**src/design/res_pkg.sv**
```systemverilog
//==============================================================
// Function
// enable bit, pin follow and pin select output
// buck ramp slew controlled above short level
// buck short or overload trips and flags
// buck valid rise sets good flag, maskable
// buck valid fall sets good flag, maskable
// status bit mirrors buck output validity
// window select picks undervoltage or both checks
// linear soft start limits rise rate
// linear short or overload trips and flags
// linear good flags, masks and status bit
// pulldown control bit drives pin pulldown
// buck target change ramps at selected speed
// forced pwm during buck voltage change
// linear good events blanked after target change
// pin follow rails use on and off delays
// aux outputs follow pin with delays
// soft restart clears rails, outputs, registers
// bus interface survives soft restart
// supply lockout clears all, reloads on recovery
// host waits after supply rise before access
// new pin edge restarts pending delay
// delays counted in parameter step of cycles
package res_pkg;
  // ==============================================================
  // register offsets
  localparam logic [7:0] REG_CTRL = 8'h00;
  localparam logic [7:0] REG_DLY_LO = 8'h04;
  localparam logic [7:0] REG_DLY_HI = 8'h08;
  localparam logic [7:0] REG_BUCK_TGT = 8'h0c;
  localparam logic [7:0] REG_LIN_TGT = 8'h10;
  localparam logic [7:0] REG_MASK = 8'h14;
  localparam logic [7:0] REG_FLAGS = 8'h18;
  localparam logic [7:0] REG_STATUS = 8'h1c;
  // ==============================================================
  // control fields
  localparam int CTRL_PD_BIT = 16;
  localparam int CTRL_BWIN_BIT = 17;
  localparam int CTRL_LWIN_BIT = 18;
  localparam int CTRL_FPWM_BIT = 19;
  localparam int CTRL_SOFT_BIT = 31;
  localparam int NCH = 6;
  localparam int NRAIL = 4;
  // ==============================================================
  // reset values
  localparam logic [31:0] CTRL_RST = 32'h0000_0000;
  localparam logic [31:0] DLY_RST = 32'h0000_0000;
  localparam logic [31:0] TGT_RST = 32'h0000_0000;
  localparam logic [7:0] MASK_RST = 8'h00;
  // ==============================================================
  // timing
  localparam int unsigned CLK_MHZ = 250;
  localparam int unsigned SHORT_TIME_US = 1000;
  localparam int unsigned BLANK_TIME_US = 100;
  localparam int unsigned STEP_TIME_US = 1000;
  localparam int unsigned SHORT_CYC = SHORT_TIME_US * CLK_MHZ;
  localparam int unsigned BLANK_CYC = BLANK_TIME_US * CLK_MHZ;
  localparam int unsigned STEP_CYC = STEP_TIME_US * CLK_MHZ;
  localparam int unsigned RAMP_BASE_CYC = 250;
  // ==============================================================
  // carriers
  typedef struct packed {
    logic above;
    logic uv_ok;
    logic ov_ok;
  } res_mon_t;
  typedef struct packed {
    logic [31:0] ctrl;
    logic [31:0] dly_lo;
    logic [31:0] dly_hi;
    logic [31:0] buck_tgt;
    logic [31:0] lin_tgt;
  } res_otp_t;
endpackage

```
**src/design/res_sequencer.sv**
```systemverilog
// Our own choices: the address map and the APB interface to the registers.
`timescale 1ns/1ps
`default_nettype none
module res_sequencer #(
  parameter int unsigned SHORT_CYC = res_pkg::SHORT_CYC,
  parameter int unsigned BLANK_CYC = res_pkg::BLANK_CYC,
  parameter int unsigned STEP_CYC = res_pkg::STEP_CYC,
  parameter int unsigned RAMP_BASE_CYC = res_pkg::RAMP_BASE_CYC
) (
  // clock and reset
  input wire logic pclk,
  input wire logic presetn,
  // apb
  input wire logic psel,
  input wire logic penable,
  input wire logic pwrite,
  input wire logic [7:0] paddr,
  input wire logic [31:0] pwdata,
  output logic [31:0] prdata,
  output logic pready,
  output logic pslverr,
  // pins and monitors
  input wire logic en_pin,
  input wire logic analog_supply_ok,
  input wire res_pkg::res_otp_t otp_image,
  input wire res_pkg::res_mon_t [3:0] rail_mon,
  // regulator control
  output logic [3:0] rail_run,
  output logic [1:0][7:0] buck_level_code,
  output logic [1:0] buck_slew_mode,
  output logic [1:0] buck_pwm_force,
  output logic [1:0][4:0] linear_level_code,
  output logic [1:0] linear_soft_start,
  output logic aux_output_one,
  output logic aux_output_two,
  output logic pin_pulldown_on
);
  // ==============================================================
  // state
  logic [31:0] ctrl_q, dly_lo_q, dly_hi_q, btgt_q, ltgt_q;
  logic [7:0] mask_q, flag_q;
  logic pend_q, pin_q;
  logic [5:0] fol_q;
  logic [31:0] cnt_q [6];
  logic [3:0] run_q, trip_q, reached_q, valid_q, valid_d, trip_ev;
  logic [31:0] low_cnt_q [4];
  logic [31:0] blank_q [2];
  logic [7:0] cur_q [2];
  logic [31:0] rtick_q [2];
  logic [1:0] pwm_q, aux_q;
  logic [5:0] req;
  logic [7:0] dly [6];
  logic [7:0] set_ev, clr;
  logic wr, rd_hit, soft_wr, live, pin_edge;

  function automatic logic [31:0] dly_cyc(input logic [3:0] c);
    return 32'(c) * STEP_CYC;
  endfunction

  function automatic logic [31:0] ramp_cyc(input logic [2:0] s);
    return RAMP_BASE_CYC << s;
  endfunction

  // ==============================================================
  // apb slave
  assign wr = psel && penable && pwrite;
  assign pready = 1'b1;
  assign soft_wr = wr && paddr == res_pkg::REG_CTRL && pwdata[res_pkg::CTRL_SOFT_BIT];
  assign live = !pend_q && analog_supply_ok && !soft_wr;
  assign clr = (wr && paddr == res_pkg::REG_FLAGS) ? pwdata[7:0] : 8'h00;

  always_comb begin
    rd_hit = 1'b1;
    prdata = 32'h0000_0000;
    unique case (paddr)
      res_pkg::REG_CTRL: prdata = ctrl_q;
      res_pkg::REG_DLY_LO: prdata = dly_lo_q;
      res_pkg::REG_DLY_HI: prdata = dly_hi_q;
      res_pkg::REG_BUCK_TGT: prdata = btgt_q;
      res_pkg::REG_LIN_TGT: prdata = ltgt_q;
      res_pkg::REG_MASK: prdata = {24'h000000, mask_q};
      res_pkg::REG_FLAGS: prdata = {24'h000000, flag_q};
      res_pkg::REG_STATUS: prdata = {20'h00000, pwm_q, aux_q, run_q, valid_q};
      default: rd_hit = 1'b0;
    endcase
  end
  assign pslverr = psel && penable && !rd_hit;

  // ==============================================================
  // register file, cleared by lockout or soft restart, then reloaded except the mask
  always_ff @(posedge pclk or negedge presetn) begin
    if (!presetn) begin
      ctrl_q <= res_pkg::CTRL_RST;
      dly_lo_q <= res_pkg::DLY_RST;
      dly_hi_q <= res_pkg::DLY_RST;
      btgt_q <= res_pkg::TGT_RST;
      ltgt_q <= res_pkg::TGT_RST;
      mask_q <= res_pkg::MASK_RST;
    end else if (!analog_supply_ok || soft_wr) begin
      ctrl_q <= res_pkg::CTRL_RST;
      dly_lo_q <= res_pkg::DLY_RST;
      dly_hi_q <= res_pkg::DLY_RST;
      btgt_q <= res_pkg::TGT_RST;
      ltgt_q <= res_pkg::TGT_RST;
      mask_q <= res_pkg::MASK_RST;
    end else if (pend_q) begin
      ctrl_q <= {1'b0, otp_image.ctrl[30:0]};
      dly_lo_q <= otp_image.dly_lo;
      dly_hi_q <= {16'h0000, otp_image.dly_hi[15:0]};
      btgt_q <= {9'h000, otp_image.buck_tgt[22:20], 1'b0, otp_image.buck_tgt[18:0]};
      ltgt_q <= {19'h00000, otp_image.lin_tgt[12:8], 3'h0, otp_image.lin_tgt[4:0]};
    end else if (wr) begin
      unique case (paddr)
        res_pkg::REG_CTRL: ctrl_q <= {11'h000, pwdata[20:16], 4'h0, pwdata[11:0]};
        res_pkg::REG_DLY_LO: dly_lo_q <= pwdata;
        res_pkg::REG_DLY_HI: dly_hi_q <= {16'h0000, pwdata[15:0]};
        res_pkg::REG_BUCK_TGT: btgt_q <= {9'h000, pwdata[22:20], 1'b0, pwdata[18:0]};
        res_pkg::REG_LIN_TGT: ltgt_q <= {19'h00000, pwdata[12:8], 3'h0, pwdata[4:0]};
        res_pkg::REG_MASK: mask_q <= pwdata[7:0];
        default: ;
      endcase
    end
  end

  always_ff @(posedge pclk or negedge presetn) begin
    if (!presetn) begin
      pend_q <= 1'b1;
    end else begin
      pend_q <= !analog_supply_ok || soft_wr;
    end
  end

  // ==============================================================
  // event flags, set wins over write-one clear
  always_ff @(posedge pclk or negedge presetn) begin
    if (!presetn) begin
      flag_q <= 8'h00;
    end else if (!analog_supply_ok || soft_wr) begin
      flag_q <= 8'h00;
    end else begin
      flag_q <= (flag_q & ~clr) | set_ev;
    end
  end

  // ==============================================================
  // enable pin delays
  assign pin_edge = en_pin != pin_q;
  always_comb begin
    for (int i = 0; i < 4; i++) begin
      dly[i] = dly_lo_q[8*i +: 8];
    end
    for (int i = 0; i < 2; i++) begin
      dly[4+i] = dly_hi_q[8*i +: 8];
    end
    for (int i = 0; i < res_pkg::NCH; i++) begin
      req[i] = ctrl_q[2*i] && (!ctrl_q[2*i+1] || fol_q[i]);
    end
  end

  always_ff @(posedge pclk or negedge presetn) begin
    if (!presetn) begin
      pin_q <= 1'b0;
    end else begin
      pin_q <= live && en_pin;
    end
  end

  always_ff @(posedge pclk or negedge presetn) begin
    if (!presetn) begin
      fol_q <= 6'h00;
      for (int i = 0; i < res_pkg::NCH; i++) begin
        cnt_q[i] <= 32'h0000_0000;
      end
    end else begin
      for (int i = 0; i < res_pkg::NCH; i++) begin
        if (!live) begin
          fol_q[i] <= 1'b0;
          cnt_q[i] <= 32'h0000_0000;
        end else if (pin_edge) begin
          // a new edge restarts the countdown
          cnt_q[i] <= dly_cyc(en_pin ? dly[i][3:0] : dly[i][7:4]);
          if ((en_pin ? dly[i][3:0] : dly[i][7:4]) == 4'h0) begin
            fol_q[i] <= en_pin;
          end
        end else if (cnt_q[i] != 32'h0000_0000) begin
          cnt_q[i] <= cnt_q[i] - 32'h0000_0001;
          if (cnt_q[i] == 32'h0000_0001) begin
            fol_q[i] <= pin_q;
          end
        end
      end
    end
  end

  // ==============================================================
  // rails, short detection, validity
  always_comb begin
    set_ev = 8'h00;
    for (int i = 0; i < res_pkg::NRAIL; i++) begin
      valid_d[i] = rail_mon[i].uv_ok && (rail_mon[i].ov_ok ||
        !ctrl_q[i < 2 ? res_pkg::CTRL_BWIN_BIT : res_pkg::CTRL_LWIN_BIT]);
      trip_ev[i] = run_q[i] && !rail_mon[i].above &&
        low_cnt_q[i] == SHORT_CYC - 1; // see R3
      set_ev[i] = trip_ev[i];
      if (i < 2 || blank_q[i-2] == 32'h0000_0000) begin
        set_ev[4+i] = (valid_d[i] && !valid_q[i] && !mask_q[i]) || // see R4
          (!valid_d[i] && valid_q[i] && !mask_q[4+i]);
      end
    end
  end

  always_ff @(posedge pclk or negedge presetn) begin
    if (!presetn) begin
      run_q <= 4'h0;
      trip_q <= 4'h0;
      reached_q <= 4'h0;
      valid_q <= 4'h0;
      for (int i = 0; i < res_pkg::NRAIL; i++) begin
        low_cnt_q[i] <= 32'h0000_0000;
      end
    end else begin
      valid_q <= valid_d;
      for (int i = 0; i < res_pkg::NRAIL; i++) begin
        run_q[i] <= live && req[i] && !trip_q[i] && !trip_ev[i];
        trip_q[i] <= req[i] && live && (trip_q[i] || trip_ev[i]);
        reached_q[i] <= run_q[i] && (reached_q[i] || rail_mon[i].above);
        if (!run_q[i] || rail_mon[i].above) begin
          low_cnt_q[i] <= 32'h0000_0000;
        end else if (low_cnt_q[i] != SHORT_CYC - 1) begin
          low_cnt_q[i] <= low_cnt_q[i] + 32'h0000_0001;
        end
      end
    end
  end

  // ==============================================================
  // linear good blanking after target change
  always_ff @(posedge pclk or negedge presetn) begin
    if (!presetn) begin
      blank_q[0] <= 32'h0000_0000;
      blank_q[1] <= 32'h0000_0000;
    end else begin
      for (int j = 0; j < 2; j++) begin
        if (wr && live && paddr == res_pkg::REG_LIN_TGT &&
            pwdata[8*j +: 5] != ltgt_q[8*j +: 5]) begin
          blank_q[j] <= BLANK_CYC;
        end else if (blank_q[j] != 32'h0000_0000) begin
          blank_q[j] <= blank_q[j] - 32'h0000_0001;
        end
      end
    end
  end

  // ==============================================================
  // buck voltage ramp and forced pwm
  always_ff @(posedge pclk or negedge presetn) begin
    if (!presetn) begin
      pwm_q <= 2'b00;
      for (int b = 0; b < 2; b++) begin
        cur_q[b] <= 8'h00;
        rtick_q[b] <= 32'h0000_0000;
      end
    end else begin
      for (int b = 0; b < 2; b++) begin
        pwm_q[b] <= run_q[b] && (ctrl_q[res_pkg::CTRL_FPWM_BIT+b] ||
          cur_q[b] != btgt_q[8*b +: 8]);
        if (!run_q[b]) begin
          cur_q[b] <= btgt_q[8*b +: 8];
          rtick_q[b] <= 32'h0000_0000;
        end else if (cur_q[b] == btgt_q[8*b +: 8]) begin
          rtick_q[b] <= 32'h0000_0000;
        end else if (rtick_q[b] >= ramp_cyc(btgt_q[16+4*b +: 3]) - 1) begin
          rtick_q[b] <= 32'h0000_0000;
          cur_q[b] <= (cur_q[b] < btgt_q[8*b +: 8]) ? cur_q[b] + 8'h01 : cur_q[b] - 8'h01;
        end else begin
          rtick_q[b] <= rtick_q[b] + 32'h0000_0001;
        end
      end
    end
  end

  // ==============================================================
  // aux outputs
  always_ff @(posedge pclk or negedge presetn) begin
    if (!presetn) begin
      aux_q <= 2'b00;
    end else begin
      aux_q <= {live && req[5], live && req[4]}; // see R16
    end
  end

  // ==============================================================
  // outputs
  assign rail_run = run_q;
  assign buck_level_code[0] = cur_q[0];
  assign buck_level_code[1] = cur_q[1];
  assign buck_slew_mode = reached_q[1:0];
  assign buck_pwm_force = pwm_q;
  assign linear_level_code[0] = ltgt_q[4:0];
  assign linear_level_code[1] = ltgt_q[12:8];
  assign linear_soft_start = run_q[3:2] & ~reached_q[3:2];
  assign aux_output_one = aux_q[0];
  assign aux_output_two = aux_q[1];
  assign pin_pulldown_on = ctrl_q[res_pkg::CTRL_PD_BIT];
endmodule
`default_nettype wire

```
**config.mk**
```make
export PLATFORM = sky130hd
export DESIGN_NAME = res_sequencer
export DESIGN_NICKNAME = d
export VERILOG_FILES = /design/src/design/res_pkg.sv /design/src/design/res_sequencer.sv
export SDC_FILE = /design/constraint.sdc
export NUM_CORES = 2
export LEC_CHECK = 0
export BUFFER_PORTS_ARGS = -buffer_cell sky130_fd_sc_hd__buf_2
export CORE_MARGIN = 2
export CORE_UTILIZATION = 50
export CTS_CLUSTER_DIAMETER = 200
export DETAILED_ROUTE_END_ITERATION = 10
export HOLD_SLACK_MARGIN = 0.1
export MAX_ROUTING_LAYER = met4
export PLACE_DENSITY_LB_ADDON = 0.15
export SYNTH_ARGS = -nofsm -noshare
export SYNTH_HDL_FRONTEND = slang
export SYNTH_SLANG_ARGS = --single-unit
```
**constraint.sdc**
```tcl
create_clock -name pclk -period 8.64 [get_ports pclk]
set_clock_uncertainty 0.1 [all_clocks]
set_input_delay 1.728 -clock pclk [delete_from_list [all_inputs] [get_ports pclk]]
set_output_delay 1.728 -clock pclk [all_outputs]
set_load 0.005 [all_outputs]
```
======== Word level (Yosys, flattened, before mapping) ========
Index checks and enable logic that the tools add are counted.
operators by class
  add/subtract/negate cells ............... 20
  multipliers ............................. 6
  magnitude comparators ................... 4
  eq/ne operators ......................... 51
  shift-type cells ........................ 2
  muxes and demuxes ....................... 110
  bitwise logic cells ..................... 5
  reduce and logical (&&, ||, !) cells .... 190
operators with widths
  operator                 number
  $mux W32                 56
  $sub A32 B1 Y32 const B  10
  $pmux W32 S8             1
  $reduce_bool A32 Y1      8
  $add A32 B1 Y32 const B  6
  $eq A32 B1 Y1 const B    6
  $eq A32 B18 Y1 const B   4
  $ne A32 B18 Y1 const B   4
  $mux W8                  14
  $mul A4 B14 Y18 const B  6
  $logic_and A1 B1 Y1      71
  $ge A32 B32 Y1           2
  $logic_not A32 Y1        2
  $shl A8 B3 Y32 const A   2
  $logic_not A1 Y1         44
  $ne A3 B1 Y1 const B     12
  $mux W1                  33
  $eq A8 B5 Y1 const B     4
  $logic_or A1 B1 Y1       29
  $logic_not A4 Y1         6
  $mux W4                  6
  $reduce_and A3 Y1        7
  $ne A3 B2 Y1 const B     6
  $reduce_bool A3 Y1       6
  20 further kinds         43
storage, ports and cells
  bits in registers ....................... 668
  bits of input ports ..................... 219
  output and inout port bits .............. 73
  word-level logic and storage cells ...... 425

======== Longest topological paths before layout ========
  depth after elaboration ................. 10
  depth in mapped cells ................... 17
  depth with buffers taken out ............ 14

======== Worst setup path after synthesis ========
OpenSTA, ideal clock, no wires.
  kind .................................... input to register
  start ................................... input en_pin
  end ..................................... register cnt_q[21] (netlist name)
  data arrival time ....................... 5.930 ns
  required time ........................... 8.454 ns
  setup slack ............................. 2.524 ns
  stages on the path ...................... 16
  path buffers ............................ 3
  path through ............................ clkbuf_1 -> buf_1 -> buf_1 -> mux2i_1 -> inv_1 -> fa_1 -> inv_1 -> fa_1 -> inv_1 -> ha_1 -> a21o_1 -> a21oi_1 -> o21ai_0 -> a21oi_1 -> mux2_2 -> nor3_1
on the way
  word-level cells in the longest chain between the ends .. 4
  elaborated cells on any way between the ends .. 6
  classes of those cells .................. mul (1); eq/ne (2); mux (3)
RTL lines
  item                             RTL line              RTL
  from (decl)                      res_sequencer.sv:23   input wire logic en_pin,
  $mux W4                          res_sequencer.sv:181  cnt_q[i] <= dly_cyc(en_pin ? dly[i][3:0] : dly[i][7:4]);
  $mul A4 B14 Y18                  res_sequencer.sv:57   return 32'(c) * STEP_CYC;
  $mux W32                         res_sequencer.sv:179  end else if (pin_edge) begin
  $mux W32                         res_sequencer.sv:176  if (!live) begin
  to (signal, indexed assignment)  res_sequencer.sv:181
  to (signal, indexed assignment)  res_sequencer.sv:186  cnt_q[i] <= cnt_q[i] - 32'h0000_0001;
  to (decl)                        res_sequencer.sv:44   logic [31:0] cnt_q [6];
Parallel ways exist; a longest one is shown, timed or not.
A chain may end at the register's enable or synchronous reset.

======== Final worst setup path ========
  start ................................... input paddr[4]
  end ..................................... output prdata[17]
on the way
  word-level cells in the longest chain between the ends .. 2
  elaborated cells on any way between the ends .. 9
  classes of those cells .................. eq/ne (7); mux (1); reduce/logical (1)
RTL lines
  item                                        RTL line             RTL
  from (decl)                                 res_sequencer.sv:17  input wire logic [7:0] paddr,
  $eq A8 B5 Y1, or another cell as far along  res_sequencer.sv:75  unique case (paddr)
  $pmux W32 S8 (*)                            res_sequencer.sv:75
  to (decl)                                   res_sequencer.sv:19  output logic [31:0] prdata,
Every way passes the cells marked *; elsewhere a longest branch is shown, timed or not.

==> key figures <==
Cells and area
  • Syn-to-layout area delta: 12.58%
  • Fin area: approximately 0.042 mm^2
  • Layout cells sized above 1: 10.99%
  • Nets@finish: 4727

Synth
  • Largest cells by area after synthesis: dfrtp_1, ha_1, nor2_1
  • Cell taking the most area after synthesis: dfrtp_1
  • Yosys warning total: 0
  • Primary FF master, synth: dfrtp_1
  • Post-synthesis cell type count: 95
  • Synth cell count leaders: dfrtp_1, nor2_1, nand2_1
  • Post-synth EDFFs: 0
  • Most frequent cell after synthesis: dfrtp_1
  • Cells after synthesis: between 4000 and 5000
  • Seq/Total Area, Yosys: between 40% and 50%
  • Netlist Area Pre-Place: between 0.03 and 0.04 mm^2
  • Avg Inst Size Synth: 9.154 um^2
  • Ys async rst share: 100.0%
  • Synth top area share: 41.61%
  • Synthesis-stage register bit count: approximately 620

Power
  • Max VDD drop: around 0.00014 V
  • Switching power: around 2.7 mW
  • Logic gate share of total power: 24.4%
  • Overall power: roughly 8.5 mW
  • Switch share: a little under a third
  • Power Internal: approximately 5.8 mW
  • Leakage power figure: 18.64 nW
  • Part of the power in registers: 38.5%
  • Clock power share: a little under two fifths
  • PD cells: 202.0 mW/mm^2

Clock tree
  • H-Tree Depth: 3
  • Cts bufs inserted: 72
  • CTS Hold Buffers Added: 0
  • Post-CTS Setup Repair Bufs: 0
  • CTS max path bufs: 3
  • CTS resizes: 0
  • Worst-Skew Late Latency: about 610 ps
  • Clock tree sinks: 619
  • Clk root buf: clkbuf_16
  • Clk slew on worst S/H paths: ~60 ps
  • CTS tree: yes

Timing
  • Final Cycle Share: 71.82%
  • Worst-margin pin slew: 1169 ps
  • Setup violators final: 0
  • Final Max Tran Viols: 0
  • Fmax: about 160 MHz
  • Final setup TNS: 0 ps
  • RSZ-0062 raised after global routing: false
  • Max-slew headroom: about 22%
  • Hold Vio Cnt, Final: 0
  • Final min period: about 6200 ps
  • Setup slack after layout: 2435 ps

Hold path
  • Worst Hold Class: flip-flop to flip-flop
  • Worst hold path startpoint: trip_q[0]$_DFF_PN0_
  • Hold depth: 1

Worst setup path
  • Critical Path Start: paddr[4]
  • Crit path largest cell delay: ~840 ps
  • Worst path cell trace: buf_2 > nor4_1 > nand3_1 > o21ai_0 > buf_2
  • Crit. End Element: output port
  • Startpoint Class: input port
  • CP Depth: 5
  • CP most frequent cell: buf_2
  • Crit path max-delay family: simple AND/OR/NAND/NOR gates
  • CP arrival: about 4400 ps
  • Crit path required time: roughly 6800 ps
  • R2R Path Start: dly_hi_q[9]$_DFFE_PN0P_
  • Critical Path Slowest Stage Cell: nand3_1
  • Worst Path Buf+Inv: 2
  • R2R cell count: 13
  • Kind of critical path: input port to output port
  • Crit Path Max Fanout: 13

Floorplanning
  • DIE WIDTH: 276.6 um
  • Core Area: 0.07333 mm^2
  • Die Y: between 200 and 300 um
  • I/O pins: approximately 290
  • Starting Density: about 51%
  • Die area: 0.07653 mm^2
  • Rows: approximately 100

Global routing
  • Gr ovfl total: 0
  • First-pass GRT wire length: about 160 mm
  • GRT Overall Usage: between 20% and 30%
  • Initial antenna violation count: 6
  • Largest net degree at the start of global routing: around 160
  • Vias in the first global route: between 20000 and 30000

Drt
  • Post-DRT Antenna Nets: 0
  • Pre-Repair DR Iteration Count: 7
  • Vias per cell: about 5.8
  • Detailed Route Iter0 Violations: 2588
  • Routed length per instance: ~19 um
  • Final wirelength: about 100 mm
  • DRC: 0
  • Via Count: about 31000

Place
  • Post-DP HPWL: 71.52 mm
  • Port buffer count: around 240
  • Gp weighted congestion: slightly above 0.9
  • DP Area: roughly 0.039 mm^2
  • Setup WS pre-CTS: 2354 ps

Job
  • MaxCap Viol Count: 0

Run status
  • Status: finished, final reports clean
## path summary, 6_finish.rpt
check,to,slack (ps)
worst min-delay path,rail_run[0]$_DFF_PN0_,320
max in group asynchronous,low_cnt_q[51]$_DFFE_PN0N_,6020
worst min register to register,rail_run[0]$_DFF_PN0_,320
worst max-delay path,prdata[17],2430
worst max register to register,cnt_q[21]$_DFFE_PN0P_,4490
min in group asynchronous,rtick_q[13]$_DFF_PN0_,1010
## registers in the layout, indices dropped and copies added (netlist names), 4 cells and up
signal	flops
btgt_q	22
rtick_q	64
trip_q	4
fol_q	6
blank_q	64
cnt_q	192
ltgt_q	10
flag_q	8
mask_q	8
buck_level_code	16
valid_q	4
rail_run	4
reached_q	4
dly_hi_q	16
low_cnt_q	128
dly_lo_q	32
ctrl_q	31
## per-layer routing
layer,vias to the layer above,global-route usage (%),part of all wire [%]
li1,14633,-,-
met1,14948,36.89,46
met2,895,42.23,46
met3,167,4.024,5.8
met4,0,8.027,2.9
met5,-,-,0
## area by class of cell
type | instances | area [um^2]
antenna | 6 | 15.01
clock buffer | 107 | 2137
clock inverter | 21 | 276.5
fill | 6610 | 31490
inverter | 164 | 615.6
multi-input combinational | 3130 | 20590
sequential | 619 | 15490
tap | 959 | 1200
timing repair buffer | 273 | 1519
## kinds of logic (layout without fill, tap and decap cells)
logic type / after synthesis / count (layout) / share of synthesized area, %
and+or+nand+nor: 1627 / 1627 / 21.45
adders and majority gates: 248 / 248 / 8.995
DFF: 619 / 619 / 41.68
muxes: 89 / 89 / 2.457
xor gates and xnor gates: 408 / 408 / 9.615
other: 2 / 33 / 0.02021
AOI/OAI and AO/OA: 731 / 731 / 12.28
buffers and inverters: 336 / 565 / 3.508
## cell usage in the layout (no fill, tap or decap), types with 17 or more instances in the layout
| master | synthesis | layout |
|---|---|---|
| a211oi_1 | 38 | 38 |
| a21o_1 | 30 | 30 |
| a21oi_1 | 234 | 231 |
| a221oi_1 | 30 | 30 |
| a22o_1 | 23 | 23 |
| a22oi_1 | 53 | 53 |
| a31oi_1 | 25 | 22 |
| and2_1 | 17 | 17 |
| and3_1 | 59 | 59 |
| and4_1 | 25 | 25 |
| buf_2 | 4 | 240 |
| buf_4 | 4 | 27 |
| clkbuf_1 | 146 | 18 |
| clkbuf_16 | 0 | 75 |
| conb_1 | 2 | 27 |
| dfrtp_1 | 618 | 618 |
| fa_1 | 32 | 32 |
| ha_1 | 216 | 215 |
| inv_1 | 163 | 163 |
| mux2_2 | 18 | 18 |
| mux2i_1 | 71 | 71 |
| nand2_1 | 330 | 327 |
| nand2b_1 | 40 | 38 |
| nand3_1 | 117 | 117 |
| nand4_1 | 52 | 52 |
| nor2_1 | 572 | 570 |
| nor2b_1 | 27 | 27 |
| nor3_1 | 117 | 116 |
| nor4_1 | 84 | 83 |
| o21ai_0 | 199 | 199 |
| or3_1 | 62 | 62 |
| or4_1 | 40 | 40 |
| xnor2_1 | 206 | 206 |
| xor2_1 | 202 | 202 |
## stage by stage
step                utilization [%]  hold WS [ps]  std cells
CTS                           57.04         322.8       5273
global placement              53.75         313.9       5145
floorplan                         -         308.3       4085
global route                  57.06         342.7       5278
finish                        57.06         321.7       5279
detailed placement            53.75         322.3       5145
## power by group through the flow
| stage | Sequential [mW] | Clock (mW) | Combinational, mW |
|---|---|---|---|
| after CTS | 3.25 | 3.19 | 2.06 |
| after global routing | 3.27 | 3.32 | 2.33 |
| after floorplan | 3.24 | 0 | 1.55 |
| after detailed placement | 3.29 | 0 | 2.04 |
| after global placement | 3.29 | 0 | 2.02 |
| final | 3.25 | 3.14 | 2.06 |
Power figures use the tool's default switching activity.
